### src/core/ccdlt_pkg.sv
////////////////////////////////////////////////////////////////////////////
// Purpose: shared constants for the ccd line timing and threshold readout
// Assumes: one 20 MHz system clock, all pixel rates derived by enables
// Notes: times are kept in ns and turned into cycle counts here
////////////////////////////////////////////////////////////////////////////
package ccdlt_pkg;

  // system clock
  localparam int CLK_PERIOD_NS = 50;

  // least reset interruption inside each data pulse
  localparam int RST_MIN_NS = 50;
  // least time rounds up, never below one cycle
  localparam int RST_CYC_RAW = (RST_MIN_NS + CLK_PERIOD_NS - 1) / CLK_PERIOD_NS;
  localparam int RST_CYC = (RST_CYC_RAW < 1) ? 1 : RST_CYC_RAW;

  // default system cycles per data pulse (2.5 MHz pixel rate)
  localparam int PIX_DIV_DEF = 8;
  // default strobe delay in cycles; strobe and data clock come STB_DLY+1 cycles after reset fall
  localparam int STB_DLY_DEF = 2;

  // exposure chain reload values
  localparam int EXP1_LOAD = 11;
  localparam int EXP2_LOAD = 14;

  // black reference strobe window, in data pulses
  localparam int BLK_PIX = 4;

  // readout group after the window, and the valid part of it
  localparam int READ_PIX = 14;
  localparam int VALID_PIX = 7;

  // common width for the small counters
  localparam int CW = 8;

  // reset value of the transport line while held by the preset
  localparam logic TP_HOLD_LVL = 1'b1;

endpackage

### src/core/ccdlt_pulse_gen.sv
////////////////////////////////////////////////////////////////////////////
// Purpose: delayed one-shot, stands in for a monostable plus gate delay
// Assumes: trig is a one-cycle pulse, not repeated while a pulse runs
// Notes: pulse rises DELAY+1 cycles after trig and lasts WIDTH cycles
////////////////////////////////////////////////////////////////////////////
module ccdlt_pulse_gen
  import ccdlt_pkg::*;
#(
  parameter int DELAY = 0,
  parameter int WIDTH = 1
) (
  input wire logic clk,
  input wire logic resetn,
  input wire logic trig,
  output logic pulse
);

  if (WIDTH < 1 || WIDTH > 255 || DELAY < 0 || DELAY > 255) begin : g_chk
    $error("ccdlt_pulse_gen: DELAY or WIDTH out of range");
  end

  localparam logic [CW-1:0] DLY_L = CW'(DELAY);
  localparam logic [CW-1:0] WID_L = CW'(WIDTH - 1);

  typedef struct packed {
    logic waiting;
    logic [CW-1:0] dly;
    logic out;
    logic [CW-1:0] wid;
  } ccdlt_pg_t;

  ccdlt_pg_t s;
  ccdlt_pg_t next_s;

  // width stage first, then delay stage; a retrigger restarts the delay
  always_comb begin
    next_s = s;
    if (s.out) begin
      if (s.wid == '0) begin
        next_s.out = 1'b0;
      end else begin
        next_s.wid = s.wid - 1'b1;
      end
    end
    if (s.waiting) begin
      if (s.dly <= 1) begin
        next_s.waiting = 1'b0;
        next_s.out = 1'b1;
        next_s.wid = WID_L;
      end else begin
        next_s.dly = s.dly - 1'b1;
      end
    end
    if (trig) begin
      if (DLY_L == '0) begin
        next_s.out = 1'b1;
        next_s.wid = WID_L;
      end else begin
        next_s.waiting = 1'b1;
        next_s.dly = DLY_L;
      end
    end
  end

  always_ff @(posedge clk or negedge resetn) begin
    if (!resetn) begin
      s <= '0;
    end else begin
      s <= next_s;
    end
  end

  assign pulse = s.out;

endmodule

### src/core/ccdlt_readout.sv
////////////////////////////////////////////////////////////////////////////
// Purpose: line timing generator and one-bit threshold sampler for a
//   linear ccd: reset clock, transport clock, transfer pulse, black
//   reference strobes and the sampled video bit
// Assumes: comparator result arrives synchronous to clk, high = lighter
// Notes: one data pulse per PIX_DIV system cycles
//
// Notes on behaviour
// - one data pulse per master clock cycle
// - transport clock is master clock divided by two
// - reset pulse at least 50 ns per pulse
// - transport held by preset, released on borrow; here set on the second counter borrow, released at the first reset clock fall after the transfer pulse ends
// - first counter loads eleven, borrows after eleventh
// - black strobes start on twelfth data pulse
// - borrow toggles latch, opens strobe window
// - second counter counts borrows, reloads fourteen
// - only seven of fourteen following pulses valid
// - strobe and data clock delayed, opposite phase
// - flip-flop samples comparator once per pulse
// - output zero darker, one lighter than threshold
// - strobe only during the four black pulses
// - reset falling edge aligned with transport edge
////////////////////////////////////////////////////////////////////////////
module ccdlt_readout
  import ccdlt_pkg::*;
#(
  parameter int PIX_DIV = PIX_DIV_DEF,
  parameter int STB_DLY = STB_DLY_DEF,
  parameter int EXP1 = EXP1_LOAD,
  parameter int EXP2 = EXP2_LOAD,
  parameter int BLK = BLK_PIX
) (
  input wire logic clk,
  input wire logic resetn,
  input wire logic restart,
  input wire logic cmpIn,
  output logic rstClk,
  output logic transport,
  output logic xferClk,
  output logic strobe,
  output logic sampleClk,
  output logic dataOut,
  output logic dataValid
);

  ////////////////////////////////////////////////////////////////////////
  // elaboration checks

  // strobe and its registered copy must land inside the same data pulse
  if (PIX_DIV < 3 || PIX_DIV > 255 ||
      RST_CYC + STB_DLY + 2 >= PIX_DIV) begin : g_chk_pix
    $error("ccdlt_readout: PIX_DIV too small for reset and strobe delay");
  end
  if (EXP1 < BLK + 1 || EXP1 > 255 || EXP2 < 2 || EXP2 > 255 ||
      BLK < 1) begin : g_chk_cnt
    $error("ccdlt_readout: exposure counts out of range");
  end

  localparam logic [CW-1:0] PH_LAST = CW'(PIX_DIV - 1);
  localparam logic [CW-1:0] PH_RFALL = CW'(RST_CYC);
  localparam logic [CW-1:0] E1_L = CW'(EXP1);
  localparam logic [CW-1:0] E2_L = CW'(EXP2);
  localparam logic [CW-1:0] BLK_L = CW'(BLK);
  localparam logic [CW-1:0] RD_L = CW'(READ_PIX);
  localparam logic [CW-1:0] RD_VALID_ABOVE = CW'(READ_PIX - VALID_PIX);

  ////////////////////////////////////////////////////////////////////////
  // state

  typedef enum logic [1:0] {
    ST_EXPOSE,
    ST_XFER
  } ccdlt_line_t;

  typedef struct packed {
    ccdlt_line_t line;
    logic [CW-1:0] ph;
    logic [CW-1:0] cnt1;
    logic [CW-1:0] cnt2;
    logic winLatch;
    logic [CW-1:0] winCnt;
    logic [CW-1:0] readIdx;
    logic tpDiv;
    logic tpHold;
    logic transport;
    logic xferClk;
    logic strobe;
    logic sampleClk;
    logic dataOut;
    logic dataValid;
  } ccdlt_state_t;

  ccdlt_state_t s;
  ccdlt_state_t next_s;

  logic pixStart;
  logic pixEnd;
  logic rstFall;
  logic rstPulse;
  logic smpPulse;

  // phase counter is the divider enable: one data pulse per wrap
  assign pixStart = (s.ph == '0);
  assign pixEnd = (s.ph == PH_LAST);
  assign rstFall = (s.ph == PH_RFALL);

  ////////////////////////////////////////////////////////////////////////
  // one-shots standing in for the monostables and the gate delay chain

  // reset clock: rises the cycle after pixStart, RST_CYC cycles wide
  ccdlt_pulse_gen #(
    .DELAY(0),
    .WIDTH(RST_CYC)
  ) u_rst (
    .clk(clk),
    .resetn(resetn),
    .trig(pixStart),
    .pulse(rstPulse)
  );

  // strobe and data clock come off the low phase of the reset clock
  ccdlt_pulse_gen #(
    .DELAY(STB_DLY),
    .WIDTH(1)
  ) u_smp (
    .clk(clk),
    .resetn(resetn),
    .trig(rstFall),
    .pulse(smpPulse)
  );

  ////////////////////////////////////////////////////////////////////////
  // next state

  always_comb begin
    next_s = s;
    next_s.strobe = 1'b0;
    next_s.sampleClk = 1'b0;

    // pixel phase divider
    if (pixEnd) begin
      next_s.ph = '0;
    end else begin
      next_s.ph = s.ph + 1'b1;
    end

    // transport moves only on the reset clock falling edge or a restart, so that a
    // release after the preset never lands off that edge and rings
    if (rstFall) begin
      next_s.tpDiv = ~s.tpDiv;
      next_s.transport = s.tpHold ? TP_HOLD_LVL : ~s.tpDiv;
    end

    // sample point: well inside the valid video part of the pulse
    if (smpPulse) begin
      next_s.sampleClk = 1'b1;
      next_s.dataOut = cmpIn;
      next_s.strobe = s.winLatch;
      next_s.dataValid = (s.readIdx > RD_VALID_ABOVE);
    end

    // pixel bookkeeping at the end of each data pulse
    if (pixEnd) begin
      if (s.readIdx != '0) begin
        next_s.readIdx = s.readIdx - 1'b1;
      end
      // strobe window counts its pulses, then the latch falls back
      if (s.winLatch) begin
        if (s.winCnt <= 1) begin
          next_s.winLatch = 1'b0;
          next_s.winCnt = '0;
          next_s.readIdx = RD_L;
        end else begin
          next_s.winCnt = s.winCnt - 1'b1;
        end
      end

      // transfer pulse and transport preset last exactly one pulse
      next_s.xferClk = 1'b0;
      next_s.tpHold = 1'b0;
      next_s.line = ST_EXPOSE;

      // first counter: borrow at the end of the EXP1th pulse
      if (s.cnt1 <= 1) begin
        next_s.cnt1 = E1_L;
        // first borrow of the line opens the black reference window
        if (s.cnt2 == E2_L) begin
          next_s.winLatch = 1'b1;
          next_s.winCnt = BLK_L;
        end
        // second counter counts borrows; its borrow starts a transfer
        if (s.cnt2 <= 1) begin
          next_s.cnt2 = E2_L;
          next_s.xferClk = 1'b1;
          next_s.tpHold = 1'b1;
          next_s.line = ST_XFER;
        end else begin
          next_s.cnt2 = s.cnt2 - 1'b1;
        end
      end else begin
        next_s.cnt1 = s.cnt1 - 1'b1;
      end
    end

    // hold the preset on the transport line during the transfer pulse
    case (s.line)
      ST_XFER: begin
        if (rstFall) begin
          next_s.transport = TP_HOLD_LVL;
        end
      end
      ST_EXPOSE: begin
        next_s.transport = next_s.transport;
      end
      default: begin
        next_s.line = ST_EXPOSE;
      end
    endcase

    // software-free restart; phase keeps running so pulses stay whole
    if (restart) begin
      next_s.cnt1 = E1_L;
      next_s.cnt2 = E2_L;
      next_s.winLatch = 1'b0;
      next_s.winCnt = '0;
      next_s.readIdx = '0;
      next_s.tpHold = 1'b1;
      next_s.transport = TP_HOLD_LVL;
      next_s.xferClk = 1'b0;
      next_s.line = ST_EXPOSE;
      next_s.strobe = 1'b0;
      next_s.dataValid = 1'b0;
    end
  end

  ////////////////////////////////////////////////////////////////////////
  // registers

  // async reset leaves the chain loaded and the transport preset held
  always_ff @(posedge clk or negedge resetn) begin
    if (!resetn) begin
      s <= '{
        line: ST_EXPOSE,
        ph: '0,
        cnt1: E1_L,
        cnt2: E2_L,
        winLatch: 1'b0,
        winCnt: '0,
        readIdx: '0,
        tpDiv: 1'b0,
        tpHold: 1'b1,
        transport: TP_HOLD_LVL,
        xferClk: 1'b0,
        strobe: 1'b0,
        sampleClk: 1'b0,
        dataOut: 1'b0,
        dataValid: 1'b0
      };
    end else begin
      s <= next_s;
    end
  end

  ////////////////////////////////////////////////////////////////////////
  // outputs, each straight from a flop

  assign rstClk = rstPulse;
  assign transport = s.transport;
  assign xferClk = s.xferClk;
  assign strobe = s.strobe;
  assign sampleClk = s.sampleClk;
  assign dataOut = s.dataOut;
  assign dataValid = s.dataValid;

endmodule

### config.mk
export PLATFORM = sky130hd
export DESIGN_NAME = ccdlt_readout
export DESIGN_NICKNAME = d
export VERILOG_FILES = /design/src/core/ccdlt_pkg.sv /design/src/core/ccdlt_pulse_gen.sv /design/src/core/ccdlt_readout.sv
export SDC_FILE = /design/constraint.sdc
export NUM_CORES = 1
export LEC_CHECK = 0
export BUFFER_PORTS_ARGS = -buffer_cell sky130_fd_sc_hd__buf_2
export CORE_ASPECT_RATIO = 0.75
export CORE_UTILIZATION = 63
export DETAILED_ROUTE_END_ITERATION = 12
export PLACE_DENSITY = 0.91
export SLEW_MARGIN = 0
export SYNTH_ARGS = -nofsm -noshare
export SYNTH_HDL_FRONTEND = slang
export SYNTH_HIERARCHICAL = 1
export SYNTH_SLANG_ARGS = --single-unit
### constraint.sdc
create_clock -name clk -period 2.7 [get_ports clk]
set_input_delay 0.54 -clock clk [delete_from_list [all_inputs] [get_ports clk]]
set_output_delay 0.54 -clock clk [all_outputs]
set_load 0.02 [all_outputs]
==> run_summary.xml <==
<?xml version="1.0" encoding="UTF-8"?>
<metrics>
  <group name="run_status">
    <metric name="outcome" unit="">complete, no violations</metric>
  </group>
  <group name="detailed_routing">
    <metric name="ant_nets" unit="">0</metric>
    <metric name="route.detailed.wl_per_inst" unit="microns">15.86</metric>
    <metric name="drt_pass1_iterations" unit="">6</metric>
    <metric name="drtIter0Drc" unit="">267</metric>
    <metric name="drt_drc_violations_left" unit="">0</metric>
    <metric name="postRouteWirelength" unit="microns">9688</metric>
    <metric name="route.detailed.vias_per_inst" unit="">6.329</metric>
    <metric name="total_via_count_after_detailed_routing" unit="">3867</metric>
  </group>
  <group name="cells_and_area">
    <metric name="stdcell_area" unit="sq um">5189</metric>
    <metric name="num-nets-final" unit="">528</metric>
    <metric name="flow.area_growth_from_synthesis" unit="%">6.937</metric>
    <metric name="insertedDiodeCount" unit="">0</metric>
    <metric name="drive_gt1_frac" unit="">0.1608</metric>
  </group>
  <group name="critical_path">
    <metric name="ff2ff_setup_slack" unit="ns">0.38</metric>
    <metric name="crit-reg2reg-launch" unit="">s[19]$_DFFE_PN0P_</metric>
    <metric name="cp-start-kind" unit="">flip-flop</metric>
    <metric name="critPathMaxFanout" unit="">8</metric>
    <metric name="r2r.worst_path.cells" unit="">5</metric>
    <metric name="crit_path_required_time" unit="ns">2.94</metric>
    <metric name="cpPeakStageDelay" unit="ns">0.65</metric>
    <metric name="crit_path_top_delay_cell" unit="">sky130_fd_sc_hd__or4_1</metric>
    <metric name="arrival" unit="ns">2.55</metric>
    <metric name="critical_path.cell_chain" unit="">or4_1 &gt; nor4b_2 &gt; a21oi_1 &gt; a32oi_1 &gt; o31ai_1</metric>
    <metric name="critical_path_class" unit="">reg2reg</metric>
    <metric name="crit_path_end_kind" unit="">flip-flop</metric>
    <metric name="rr_endpoint" unit="">s[23]$_DFFE_PN0P_</metric>
  </group>
  <group name="cts">
    <metric name="numCtsBuffers" unit="">9</metric>
    <metric name="cts-root-buf" unit="">sky130_fd_sc_hd__clkbuf_8</metric>
    <metric name="cts_max_path_buffers" unit="">2</metric>
    <metric name="clock_tree.htree_level_count" unit="">3</metric>
    <metric name="ctsResizeCount" unit="">0</metric>
    <metric name="clock_tree_from_tritoncts" unit="">built</metric>
    <metric name="numClockSinks" unit="">85</metric>
    <metric name="cts_setup_buffers" unit="">0</metric>
    <metric name="clk_transition_reported_paths" unit="ns">0.09</metric>
    <metric name="cts_hold_repair.buffers" unit="">0</metric>
    <metric name="clock_latency_of_the_later_clocked_register_in_the_worst_skew_pair" unit="ns">0.36</metric>
  </group>
  <group name="floorplanning">
    <metric name="floorplan.die_area" unit="sq um">8060</metric>
    <metric name="placementRows" unit="">27</metric>
    <metric name="die_x" unit="microns">103.3</metric>
    <metric name="initial_core_util" unit="">0.6558</metric>
    <metric name="design.portCount" unit="">11</metric>
    <metric name="height_of_the_chip" unit="microns">78</metric>
    <metric name="core_area" unit="sq um">7398</metric>
  </group>
  <group name="timing">
    <metric name="timing.slew.headroom" unit="">0.4349</metric>
    <metric name="hold_viol_final" unit="">0</metric>
    <metric name="rsz_0062_raised_after_global_routing" unit="">no</metric>
    <metric name="finalWorstPathRequiredPeriod" unit="ns">2.317</metric>
    <metric name="final.period_utilization" unit="">0.8582</metric>
    <metric name="setup_total_negative_slack" unit="ns">0</metric>
    <metric name="slew_viol_final" unit="">0</metric>
    <metric name="max_clock_freq" unit="MHz">431.6</metric>
    <metric name="finalWorstSetupSlack" unit="ns">0.3828</metric>
    <metric name="final_skew" unit="ns">0.01324</metric>
    <metric name="finalSetupViolations" unit="">0</metric>
    <metric name="worst-slew-pin-transition" unit="ns">0.8455</metric>
  </group>
  <group name="synth">
    <metric name="synth_cell_type_count" unit="">74</metric>
    <metric name="synth.most_common_cell" unit="">sky130_fd_sc_hd__dfrtp_1</metric>
    <metric name="synth_top_cells_by_count" unit="">sky130_fd_sc_hd__dfrtp_1 (77), sky130_fd_sc_hd__nor2_1 (41), sky130_fd_sc_hd__nand2_1 (37)</metric>
    <metric name="avgSynthCellArea" unit="sq um">9.783</metric>
    <metric name="post-synth-top-area-cell" unit="">sky130_fd_sc_hd__dfrtp_1</metric>
    <metric name="post-synth-top-area-fraction" unit="">0.3971</metric>
    <metric name="synthesis.instances" unit="">496</metric>
    <metric name="netlist_area" unit="sq um">4852</metric>
    <metric name="synthArstFlopShare" unit="">1.000</metric>
    <metric name="synth_nets" unit="">519</metric>
    <metric name="post_synth_main_area_contributors" unit="">sky130_fd_sc_hd__dfrtp_1 (40%), sky130_fd_sc_hd__ha_1 (4.9%), sky130_fd_sc_hd__dfstp_2 (4.3%)</metric>
    <metric name="postSynthRegisterBits" unit="">85</metric>
    <metric name="synth_warn" unit="">6</metric>
    <metric name="synth_flop_cell" unit="">sky130_fd_sc_hd__dfrtp_1</metric>
    <metric name="synth_sequential_area_ratio" unit="">0.4404</metric>
    <metric name="synth_enable_flop_cells" unit="">0</metric>
  </group>
  <group name="pwr">
    <metric name="ir_worst_vdd" unit="mV">0.2722</metric>
    <metric name="power-per-cell-area" unit="nW/um^2">433.6</metric>
    <metric name="power.static_leakage" unit="nW">2.322</metric>
    <metric name="total_power" unit="mW">2.250</metric>
  </group>
  <group name="place">
    <metric name="post_dp_cell_area" unit="sq um">4985</metric>
    <metric name="hpwlAfterDp" unit="microns">6762</metric>
    <metric name="place.gp.congestion" unit="">0.8980</metric>
    <metric name="dpl_worst_slack" unit="ns">0.4076</metric>
    <metric name="port_buffers" unit="">10</metric>
  </group>
  <group name="global_route">
    <metric name="initial_antenna_violation_count" unit="">0</metric>
    <metric name="grt.total_usage" unit="">0.2629</metric>
    <metric name="vias_in_the_first_global_route" unit="">3638</metric>
    <metric name="grt_start_max_net_pins" unit="">54</metric>
    <metric name="grt-ovfl-total" unit="">0</metric>
    <metric name="wire_length_of_the_first_global_routing_pass" unit="microns">16320</metric>
  </group>
  <group name="worst_hold_path">
    <metric name="min-delay-path-class" unit="">in2async</metric>
  </group>
  <group name="job">
    <metric name="max_cap_viol_count" unit="">0</metric>
  </group>
</metrics>
## worst max path at each step
stage,from,end,depth (start not counted)
final,s[19]$_DFFE_PN0P_,s[23]$_DFFE_PN0P_,5
after global routing,s[19]$_DFFE_PN0P_,s[23]$_DFFE_PN0P_,5
after global placement,s[35]$_DFFE_PN0P_,s[28]$_DFFE_PN1P_,5
after CTS,s[35]$_DFFE_PN0P_,s[28]$_DFFE_PN1P_,5
after floorplan,s[35]$_DFFE_PN0P_,s[32]$_DFFE_PN0P_,5
after detailed placement,s[19]$_DFFE_PN0P_,s[23]$_DFFE_PN0P_,5
## flip-flops by register name, summed over array words and instances (netlist names)
name	flops
strobe	1
sampleClk	1
u_smp/pulse	1
s	43
u_rst/pulse	1
u_smp/s	17
transport	1
dataOut	1
dataValid	1
xferClk	1
u_rst/s	17
## worst max-delay path: cells and delay by family, from the launching register on
family | cells | cell delay (ns)
flip-flops | 1 | 0.46
AO/OA/AOI/OAI | 3 | 0.58
AND/OR/NAND/NOR | 2 | 1.17
## report_power, final
part	switching, mW	total, mW	leakage [nW]	internal (mW)
registers	0.00207	1.28	1.15	1.28
logic	0.0394	0.0496	1.07	0.0102
clock network	0.480	0.922	0.103	0.442
total	0.522	2.25	2.32	1.73
## metal layers
layer,wire length [microns],vias up,GRT usage,part of all wire
li1,-,1830,-,-
met2,4591,106,0.4187,0.47
met5,0,-,0,0
met3,437,13,0.07387,0.045
met4,120,0,0.07746,0.012
met1,4538,1918,0.3496,0.47
## cells in the final DEF (no fill, tap or decap), types with 7 or more instances in the layout
cell type and n:
sky130_fd_sc_hd__a21oi_1 29, sky130_fd_sc_hd__nor4_1 11, sky130_fd_sc_hd__nand2_1 37, sky130_fd_sc_hd__nor2_1 41, sky130_fd_sc_hd__nor2b_1 9, sky130_fd_sc_hd__xnor2_1 8
sky130_fd_sc_hd__o31ai_1 7, sky130_fd_sc_hd__xor2_1 10, sky130_fd_sc_hd__a211oi_1 10, sky130_fd_sc_hd__dfrtp_1 77, sky130_fd_sc_hd__dfstp_2 8, sky130_fd_sc_hd__o21ai_0 26
sky130_fd_sc_hd__mux2i_1 7, sky130_fd_sc_hd__or4_1 14, sky130_fd_sc_hd__nand3_1 14, sky130_fd_sc_hd__clkbuf_8 9, sky130_fd_sc_hd__nor3_1 20, sky130_fd_sc_hd__buf_2 9
sky130_fd_sc_hd__ha_1 19, sky130_fd_sc_hd__inv_1 29
## cell type report
type	instances	area (sq um)
well taps	101	126.4
multi-input cells	365	2510
inverters	29	108.9
repair buffers	15	102.6
clock inverters	7	80.08
flip-flops and latches	85	2137
fillers	510	2210
clock buffers	9	123.9
## cells by family after synthesis
kind of cell    after synthesis  share of synthesized area
xor+xnor                     18                    0.03249
mux                          12                    0.02604
flops                        85                     0.4404
fa+ha+maj                    19                    0.04899
simple gates                208                     0.2532
compound gates              108                     0.1565
buf+inv                      46                    0.04229
## through the flow
stage	utilization	instances	hold slack (ns)
global route	0.7013	611	0.1286
global placement	0.6738	595	0.4574
CTS	0.7013	611	0.1100
floorplan	-	496	0.2444
finish	0.7013	611	0.1088
detailed placement	0.6738	595	0.4601
Power figures use the tool's default switching activity.
